`src/rtl/flash_seq_pkg.sv`:
```
// Purpose: Shared constants and types for the program-store sequencer
// Assumes: Byte-wide flash array organised in 512-byte pages
// Notes:   Operation and verdict enumerations are shared by the sequencer and its access policy
package flash_seq_pkg;

  // Unlock key sequence
  localparam logic [7:0] KEY_FIRST    = 8'ha5;
  localparam logic [7:0] KEY_SECOND   = 8'hf1;

  // Page geometry: 512-byte pages, page 0 spans 0x0000 to 0x01ff
  localparam int         PAGE_BITS    = 9;
  localparam logic [7:0] LOCK_ERASED  = 8'hff;

  // Reset values
  localparam logic [7:0] DATA_RST     = 8'h00;
  localparam logic [7:0] RESV_RDATA   = 8'h00;

  // Flash operations seen by the access policy
  typedef enum logic [1:0] {
    op_read,
    op_write,
    op_erase,
    op_mass
  } flash_op_t;

  // Verdict of the access policy
  typedef enum logic [1:0] {
    vd_allow,
    vd_deny,
    vd_fault,
    vd_ignore
  } verdict_t;

  // Core request kinds
  typedef enum logic [1:0] {
    kind_none,
    kind_code_read,
    kind_xmove_read,
    kind_xmove_write
  } core_kind_t;

  // Commands to the flash array
  typedef enum logic [2:0] {
    cmd_none,
    cmd_read,
    cmd_prog,
    cmd_erase,
    cmd_mass
  } arr_cmd_t;

  // Unlock key state
  typedef enum logic [1:0] {
    key_idle,
    key_half,
    key_armed,
    key_dead
  } key_t;

endpackage

```
`src/rtl/flash_sequencer.sv`:
```
// Purpose: Program-store write, pair write, key and page-lock control
// Assumes: Array takes one-cycle commands, raises busy the next cycle
// Notes:   Fault flag survives srst and clears only on power-on reset
`timescale 1ns/100ps
module flash_sequencer import flash_seq_pkg::*; #(
  parameter int              ADDR_W    = 14,
  parameter logic [13:0]     LOCK_ADDR = 14'h3bff,
  parameter logic [13:0]     RESV_BASE = 14'h3c00
) (
  // Clock and reset
  input  wire logic              clock,
  input  wire logic              srst,
  input  wire logic              por_rst,
  // Control register writes
  input  wire logic              ctl_wr,
  input  wire logic [1:0]        ctl_wdata,
  input  wire logic              key_wr,
  input  wire logic [7:0]        key_wdata,
  input  wire logic              pair_write_enable,
  // Core requests
  input  wire core_kind_t        core_kind,
  input  wire logic [ADDR_W-1:0] core_addr,
  input  wire logic [7:0]        core_wdata,
  input  wire logic [ADDR_W-1:0] exec_addr,
  // Core answers
  output logic                   core_stall,
  output logic                   core_rvalid,
  output logic [7:0]             core_rdata,
  output logic                   ext_ram_rd,
  output logic                   ext_ram_wr,
  output logic                   irq_hold,
  // Debug port requests
  input  wire logic              dbg_valid,
  input  wire flash_op_t         dbg_op,
  input  wire logic [ADDR_W-1:0] dbg_addr,
  input  wire logic [7:0]        dbg_wdata,
  // Debug port answers
  output logic                   dbg_done,
  output logic                   dbg_denied,
  output logic [7:0]             dbg_rdata,
  // Flash array
  output arr_cmd_t               arr_cmd,
  output logic [ADDR_W-1:0]      arr_addr,
  output logic [15:0]            arr_wdata,
  output logic                   arr_pair,
  input  wire logic              arr_busy,
  input  wire logic [7:0]        arr_rdata,
  // Status
  output logic                   store_write_enable,
  output logic                   store_erase_enable,
  output key_t                   key_state,
  output logic [7:0]             lock_setting,
  output logic                   flash_fault_flag,
  output logic                   sys_reset_req
);

  typedef enum logic [2:0] {
    st_load,
    st_load_wait,
    st_idle,
    st_kick,
    st_wait,
    st_read,
    st_halt
  } state_t;

  typedef struct packed {
    state_t            st;
    key_t              key;
    logic              swe;
    logic              see;
    logic              cache_v;
    logic [ADDR_W-1:0] cache_addr;
    logic [7:0]        cache_data;
    logic [7:0]        lock;
    logic              lock_written;
    logic              fault;
    logic              for_dbg;
    logic              is_mass;
    arr_cmd_t          cmd;
    logic [ADDR_W-1:0] a_addr;
    logic [15:0]       a_wdata;
    logic              a_pair;
    logic              stall;
    logic              rvalid;
    logic [7:0]        rdata;
    logic              xrd;
    logic              xwr;
    logic              d_done;
    logic              d_denied;
    logic [7:0]        d_rdata;
    logic              rst_req;
    logic              irq_hold;
  } seq_t;

  seq_t s_q;
  seq_t s_d;

  // Access policy inputs
  logic              use_dbg;
  logic [ADDR_W-1:0] pol_addr;
  flash_op_t         pol_op;
  verdict_t          verdict;
  logic              is_lock_byte;

  always_comb begin
    use_dbg  = (core_kind == kind_none) && dbg_valid;
    pol_addr = use_dbg ? dbg_addr : core_addr;
    if (use_dbg) begin
      pol_op = dbg_op;
    end else if (core_kind == kind_code_read) begin
      pol_op = op_read;
    end else begin
      pol_op = s_q.see ? op_erase : op_write;
    end
  end

  lock_policy #(
    .ADDR_W    (ADDR_W),
    .LOCK_ADDR (LOCK_ADDR),
    .RESV_BASE (RESV_BASE)
  ) u_policy (
    .addr         (pol_addr),
    .op           (pol_op),
    .from_dbg     (use_dbg),
    .exec_addr    (exec_addr),
    .lock_byte    (s_q.lock),
    .lock_written (s_q.lock_written),
    .verdict      (verdict),
    .is_lock_byte (is_lock_byte)
  );

  always_comb begin
    s_d          = s_q;
    s_d.cmd      = cmd_none;
    s_d.rvalid   = 1'b0;
    s_d.xrd      = 1'b0;
    s_d.xwr      = 1'b0;
    s_d.d_done   = 1'b0;
    s_d.d_denied = 1'b0;
    s_d.rst_req  = 1'b0;
    // Enable bits from the store control register
    if (ctl_wr) begin
      s_d.swe = ctl_wdata[0];
      s_d.see = ctl_wdata[1];
    end
    // Lone cached byte is dropped once the pair sequence is left
    if (!pair_write_enable || !s_d.swe || s_d.see) begin
      s_d.cache_v = 1'b0;
    end
    case (s_q.st)
      st_load: begin
        // Lock setting is read from the array only here, after every reset; a mass erase sets it to erased
        s_d.cmd    = cmd_read;
        s_d.a_addr = LOCK_ADDR;
        s_d.st     = st_load_wait;
      end
      st_load_wait: begin
        s_d.lock  = arr_rdata;
        s_d.lock_written = (arr_rdata != LOCK_ERASED);
        s_d.stall = 1'b0;
        s_d.st    = st_idle;
      end
      st_idle: begin
        if (core_kind == kind_xmove_read) begin
          s_d.xrd = 1'b1;
        end else if (core_kind == kind_code_read) begin
          if (verdict == vd_allow) begin
            s_d.cmd     = cmd_read;
            s_d.a_addr  = core_addr;
            s_d.for_dbg = 1'b0;
            s_d.stall   = 1'b1;
            s_d.st      = st_read;
          end else if (verdict == vd_ignore) begin
            s_d.rvalid = 1'b1;
            s_d.rdata  = RESV_RDATA;
          end else begin
            s_d.fault   = 1'b1;
            s_d.rst_req = 1'b1;
            s_d.stall   = 1'b1;
            s_d.st      = st_halt;
          end
        end else if (core_kind == kind_xmove_write) begin
          if (!s_q.swe) begin
            s_d.xwr = 1'b1;
          end else if (s_q.key != key_armed) begin
            s_d.key = key_dead;
          end else if (verdict == vd_fault) begin
            s_d.fault   = 1'b1;
            s_d.rst_req = 1'b1;
            s_d.stall   = 1'b1;
            s_d.st      = st_halt;
          end else begin
            s_d.key = key_idle;
            if (verdict == vd_allow) begin
              s_d.for_dbg = 1'b0;
              s_d.is_mass = 1'b0;
              s_d.a_pair  = 1'b0;
              if (s_q.see) begin
                s_d.cmd    = cmd_erase;
                s_d.a_addr = core_addr;
                s_d.stall  = 1'b1;
                s_d.st     = st_kick;
              end else if (pair_write_enable && !s_q.cache_v) begin
                s_d.cache_v    = 1'b1;
                s_d.cache_addr = core_addr;
                s_d.cache_data = core_wdata;
              end else if (pair_write_enable &&
                           (core_addr != s_q.cache_addr + ADDR_W'(1))) begin
                s_d.cache_addr = core_addr;
                s_d.cache_data = core_wdata;
              end else begin
                s_d.cmd     = cmd_prog;
                s_d.a_pair  = pair_write_enable;
                s_d.a_addr  = pair_write_enable ? s_q.cache_addr : core_addr;
                s_d.a_wdata = pair_write_enable ? {core_wdata, s_q.cache_data}
                                                : {DATA_RST, core_wdata};
                s_d.cache_v = 1'b0;
                s_d.stall   = 1'b1;
                s_d.st      = st_kick;
                if (is_lock_byte || (pair_write_enable &&
                    (s_q.cache_addr == LOCK_ADDR))) begin
                  s_d.lock_written = 1'b1;
                end
              end
            end
          end
        end else if (dbg_valid) begin
          s_d.for_dbg = 1'b1;
          s_d.is_mass = (dbg_op == op_mass);
          s_d.a_pair  = 1'b0;
          s_d.a_addr  = dbg_addr;
          s_d.a_wdata = {DATA_RST, dbg_wdata};
          if (verdict != vd_allow) begin
            s_d.d_denied = 1'b1;
          end else begin
            s_d.stall = 1'b1;
            case (dbg_op)
              op_read: begin
                s_d.cmd = cmd_read;
                s_d.st  = st_read;
              end
              op_write: begin
                s_d.cmd = cmd_prog;
                s_d.st  = st_kick;
                if (is_lock_byte) begin
                  s_d.lock_written = 1'b1;
                end
              end
              op_erase: begin
                s_d.cmd = cmd_erase;
                s_d.st  = st_kick;
              end
              default: begin
                s_d.cmd = cmd_mass;
                s_d.st  = st_kick;
              end
            endcase
          end
        end
        // Interrupts held from the cycle a program or erase command is issued, one cycle before busy
        s_d.irq_hold = (s_d.st == st_kick);
      end
      st_kick: begin
        s_d.st = st_wait;
      end
      st_wait: begin
        if (!arr_busy) begin
          if (s_q.is_mass) begin
            s_d.lock         = LOCK_ERASED;
            s_d.lock_written = 1'b0;
            s_d.is_mass      = 1'b0;
          end
          s_d.d_done   = s_q.for_dbg;
          s_d.stall    = 1'b0;
          s_d.irq_hold = 1'b0;
          s_d.st       = st_idle;
        end
      end
      st_read: begin
        if (s_q.for_dbg) begin
          s_d.d_done  = 1'b1;
          s_d.d_rdata = arr_rdata;
        end else begin
          s_d.rvalid = 1'b1;
          s_d.rdata  = arr_rdata;
        end
        s_d.stall = 1'b0;
        s_d.st    = st_idle;
      end
      st_halt: begin
        s_d.stall = 1'b1;
      end
      default: begin
        s_d.st = st_load;
      end
    endcase
    // Key register writes
    if (key_wr) begin
      case (s_d.key)
        key_idle:  s_d.key = (key_wdata == KEY_FIRST)  ? key_half  : key_dead;
        key_half:  s_d.key = (key_wdata == KEY_SECOND) ? key_armed : key_dead;
        key_armed: s_d.key = key_dead;
        default:   s_d.key = key_dead;
      endcase
    end
  end

  always_ff @(posedge clock) begin
    if (srst) begin
      s_q              <= '0;
      s_q.st           <= st_load;
      s_q.key          <= key_idle;
      s_q.cmd          <= cmd_none;
      s_q.lock         <= LOCK_ERASED;
      s_q.lock_written <= 1'b0;
      s_q.stall        <= 1'b1;
      s_q.fault        <= s_q.fault & ~por_rst;
    end else begin
      s_q <= s_d;
    end
  end

  assign core_stall         = s_q.stall;
  assign core_rvalid        = s_q.rvalid;
  assign core_rdata         = s_q.rdata;
  assign ext_ram_rd         = s_q.xrd;
  assign ext_ram_wr         = s_q.xwr;
  assign irq_hold           = s_q.irq_hold;
  assign dbg_done           = s_q.d_done;
  assign dbg_denied         = s_q.d_denied;
  assign dbg_rdata          = s_q.d_rdata;
  assign arr_cmd            = s_q.cmd;
  assign arr_addr           = s_q.a_addr;
  assign arr_wdata          = s_q.a_wdata;
  assign arr_pair           = s_q.a_pair;
  assign store_write_enable = s_q.swe;
  assign store_erase_enable = s_q.see;
  assign key_state          = s_q.key;
  assign lock_setting       = s_q.lock;
  assign flash_fault_flag   = s_q.fault;
  assign sys_reset_req      = s_q.rst_req;

endmodule // flash_sequencer

```
`src/rtl/lock_policy.sv`:
```
// Purpose: Page-lock permission check for one flash access
// Assumes: Lock byte value latched at reset and set to erased by a mass erase, executing address from the core
// Notes:   Purely combinational; the sequencer registers every consequence
`timescale 1ns/100ps
module lock_policy import flash_seq_pkg::*; #(
  parameter int              ADDR_W    = 14,
  parameter logic [13:0]     LOCK_ADDR = 14'h3bff,
  parameter logic [13:0]     RESV_BASE = 14'h3c00
) (
  // Access under test
  input  wire logic [ADDR_W-1:0] addr,
  input  wire flash_op_t         op,
  input  wire logic              from_dbg,
  input  wire logic [ADDR_W-1:0] exec_addr,
  // Lock state
  input  wire logic [7:0]        lock_byte,
  input  wire logic              lock_written,
  // Result
  output verdict_t               verdict,
  output logic                   is_lock_byte
);

  logic [7:0]              npages;
  logic                    any_locked;
  logic [7:0]              page_a;
  logic [7:0]              page_x;
  logic [7:0]              page_l;
  logic                    addr_locked;
  logic                    exec_locked;
  logic                    resv;

  always_comb begin
    npages       = ~lock_byte;
    any_locked   = (npages != 8'h00);
    page_a       = 8'(addr >> PAGE_BITS);
    page_x       = 8'(exec_addr >> PAGE_BITS);
    page_l       = 8'(LOCK_ADDR >> PAGE_BITS);
    addr_locked  = (page_a < npages) || ((page_a == page_l) && any_locked);
    exec_locked  = (page_x < npages) || ((page_x == page_l) && any_locked);
    resv         = (addr >= RESV_BASE);
    is_lock_byte = (addr == LOCK_ADDR);
    if (op == op_mass) begin
      verdict = from_dbg ? vd_allow : vd_fault;
    end else if (resv) begin
      verdict = from_dbg ? vd_deny : vd_ignore;
    end else if ((op == op_erase) && (page_a == page_l)) begin
      if (from_dbg) begin
        verdict = any_locked ? vd_deny : vd_allow;
      end else begin
        verdict = vd_fault;
      end
    end else if ((op == op_write) && is_lock_byte && lock_written) begin
      verdict = from_dbg ? vd_deny : vd_fault;
    end else if (addr_locked) begin
      if (from_dbg) begin
        verdict = vd_deny;
      end else begin
        verdict = exec_locked ? vd_allow : vd_fault;
      end
    end else begin
      verdict = vd_allow;
    end
  end

endmodule // lock_policy

```
`config.mk`:
```
export PLATFORM = sky130hd
export DESIGN_NAME = flash_sequencer
export DESIGN_NICKNAME = d
export VERILOG_FILES = /design/src/rtl/flash_seq_pkg.sv /design/src/rtl/flash_sequencer.sv /design/src/rtl/lock_policy.sv
export SDC_FILE = /design/constraint.sdc
export NUM_CORES = 1
export LEC_CHECK = 0
export ABC_AREA = 1
export BUFFER_PORTS_ARGS = -buffer_cell sky130_fd_sc_hd__buf_2
export CAP_MARGIN = 5
export CORE_AREA = 4 4 138 166
export DETAILED_ROUTE_END_ITERATION = 10
export DIE_AREA = 0 0 142 170
export PLACE_DENSITY = 0.56
export SLEW_MARGIN = 15
export SYNTH_ARGS = -nofsm -noshare
export SYNTH_HDL_FRONTEND = slang
export SYNTH_SLANG_ARGS = --single-unit
export TNS_END_PERCENT = 10
```
`constraint.sdc`:
```
create_clock -name clock -period 4.1 [get_ports clock]
set_clock_uncertainty 0.15 [all_clocks]
set_input_delay 0.82 -clock clock [delete_from_list [all_inputs] [get_ports clock]]
set_output_delay 0.82 -clock clock [all_outputs]
set_load 0.03 [all_outputs]
```
==> results.toml <==
[status]
outcome = "complete, no violations"

[power]
powerDensity_mw_per_mm2 = 449
ir_drop_v = 0.000238
leakage_uw = 0.00392

[global_route]
grt_pass1_wl_microns = 37300
globalRouteOverflowTotal = 0
grt_max_degree = 51
grt_pass1_vias = 6837
antenna_found_initial = 0
grtUsageTotal_pct = 19.6

[detailed_routing]
totalWireLength_microns = 24300
routedWlPerCell_microns = 16.6
viasPerCell = 4.96
vias = 7282
dr.pass1.iters = 5
highest_layer = "met4"
drt-initial-drc-count = 464
remaining_drc_errors = 0
met1Wirelength_microns = 10300
ant_nets = 0
wl_met2_microns = 11800
wl_met3_microns = 1230

[sta]
finalMaxSlewViolations = 0
rsz0062_at_grt = "true"
finalCriticalPeriod_ns = 3.95
setup-violations-final = 0
tightest_slew_ns = 0.756
period_share_pct = 96.4
max_freq_mhz = 253
relSlewSlack_pct = 49.4
final_hold_viol_count = 0
whs_ns = 0.303

[logic_synthesis]
yosysMostFrequentCell = "nand2_1"
syn-cell-area_sq_mm = 0.00670
syn-num-nets = 1156
ys_warn_count = 0
seq_area_frac_synth_pct = 30.0
synth_cells = 1047
yosysTopAreaCellShare_pct = 29.6
synth_area_leaders = "dfxtp_1 30%, nand2_1 15%, a21oi_1 9.0%"
async_flop_share_pct = 0
synth_edf_count = 1
ys.flop_type = "dfxtp_1"
ys_ff_latch = 100
yosys.cell_types.count = 51
yosys.area.top_type = "dfxtp_1"
synth_common_cells = "262 x nand2_1, 121 x a21oi_1, 103 x inv_1, 100 x nor2_1, 99 x dfxtp_1"
syn_area_per_cell_sq_um = 6.40

[setup_path]
crit_arrival_ns = 4.02
worstSetupEndpoint = "core_rdata[1]"
setup.worst_path.start = "core_kind[0]"
r2r_slack_ns = 0.77
crit_fanout = 8
crit_path_end_kind = "flip-flop"
reg2regPathDepth = 18
r2r_start = "lock_setting[1]"
r2r_end = "core_rdata[1]"
crit_type = "in2reg"
start_kind = "input pin"
critPathRequiredTime_ns = 4.17

[clock_network]
path_clk_slew_ns = 0.09
root_buffer = "clkbuf_16"
cts_tree = "yes"
htreeDepth = 3
hold_buffers = 0
clk_latency_ns = 0.37
cts_sinks = 100
clockBufferDepth = 2
cts_buffers = 9

[finish]
diodes = 0
final_nets = 1298
drive_gt1_share_pct = 28.1
area_delta_synth_final_pct = 26.5
fin_cells = 1468

[die]
rows = 59
start_util_pct = 31.2
io_pins = 159
die-area_sq_mm = 0.0241
die_h_microns = 170
core_region_area_sq_mm = 0.0215
die_w_microns = 142

[min_path]
hp-class = "reg2reg"
min_path_cells = 2

[place]
hpwl_microns = 18600
dp_cells = 1447
gp_congestion = 0.912
numPortBuffers = 149

[run]
maxCapViolCount = 0
## flip-flops by register name, summed over array words and instances (netlist names), 2 cells and up
register,cells
arr_cmd,3
core_rdata,8
dbg_rdata,8
arr_addr,14
key_state,2
arr_wdata,16
s_q,29
lock_setting,8
## through the flow
step / TNS (ns) / util [%] / setup slack (ns) / power [uW] / instance area (sq um)
2_1_floorplan: 0 / - / 0.00374 / 2360 / 6730
3_3_place_gp: -25.56 / 36.4 / -0.486 / 2780 / 7810
3_5_place_dp: -29.21 / 36.4 / -0.524 / 2790 / 7810
4_1_cts: 0 / 38.1 / 0.0179 / 3740 / 8190
5_1_grt: -0.865 / 39.4 / -0.0616 / 4050 / 8470
6_report: 0 / 39.4 / 0.149 / 3800 / 8470
## per-layer routing
metal / GRT usage [%] / vias to the layer above
met5: 0 / -
met4: 9.47 / 0
met3: 2.98 / 54
met2: 33.0 / 230
met1: 24.3 / 3329
li1: - / 3669
## how the worst min path moves through the flow
| stage | endpoint | slack [ns] | startpoint |
|---|---|---|---|
| global route | s_q[75] | 0.32 | s_q[75] |
| CTS | s_q[75] | 0.30 | s_q[75] |
| detailed placement | s_q[74] | 0.29 | s_q[74] |
| finish | s_q[73] | 0.30 | s_q[73] |
| floorplan | s_q[70] | 0.27 | s_q[70] |
| global placement | s_q[70] | 0.29 | s_q[70] |
## cells by family after synthesis
family	after synthesis	share of synthesized area (%)
adder cells (fa/ha/maj)	21	3.92
AO/OA/AOI/OAI	255	20.8
buffers and inverters	211	15.6
AND/OR/NAND/NOR	452	28.4
flip-flops	100	30.0
XOR/XNOR	8	1.25
## power breakdown
part,switching [uW],internal [uW],leakage (uW),total (uW)
registers,111,1100,0.000815,1210
clock network,474,444,0.000153,917
logic,1070,604,0.00295,1670
## cell type report
type | instances | area [sq um]
clock buffer | 9 | 225
clock inverter | 7 | 88.8
fill | 2344 | 13000
inverter | 111 | 435
multi-input combinational | 736 | 3910
sequential | 100 | 2010
tap | 274 | 343
timing repair buffer | 230 | 1450
timing repair inverter | 1 | 7.51
## critical path, cell delays in order
cell and delay (ns):
buf_6 0.08, inv_4 0.03, ha_4 0.16, nand2_8 0.10, clkinvlp_4 0.17, nand2_2 0.13
o21ai_4 0.07, ha_1 0.27, a21o_1 0.17, a21oi_2 0.12, o21bai_1 0.07, nand2_1 0.14
o2111ai_2 0.14, a21oi_2 0.27, buf_4 0.16, ha_2 0.19, inv_1 0.07, nor2_2 0.10
nand2_1 0.11, a2111oi_4 0.38, inv_2 0.14, nand2_1 0.08, a21oi_1 0.05
## layout by cell type, fill, tap and decap left out, drive strengths merged, types with 3 or more instances in the layout
master	instances
clkbuf	10
a211oi	8
clkinv	5
o211ai	4
nand4	15
nor3	22
buf	229
a21oi	126
dfxtp	99
xnor2	4
nand3	30
nor2	107
ha	21
inv	112
xor2	3
o21ai	88
nand2	266
nor4	6
o22ai	9
a31oi	4
## timing repair
item,4_1_cts,5_1_grt
gates resized for setup,18,69
gates cloned,1,1
setup buffers,1,2
pin swaps,2,22
endpoints found under the setup margin,46,71
Power figures use the tool's default switching activity.
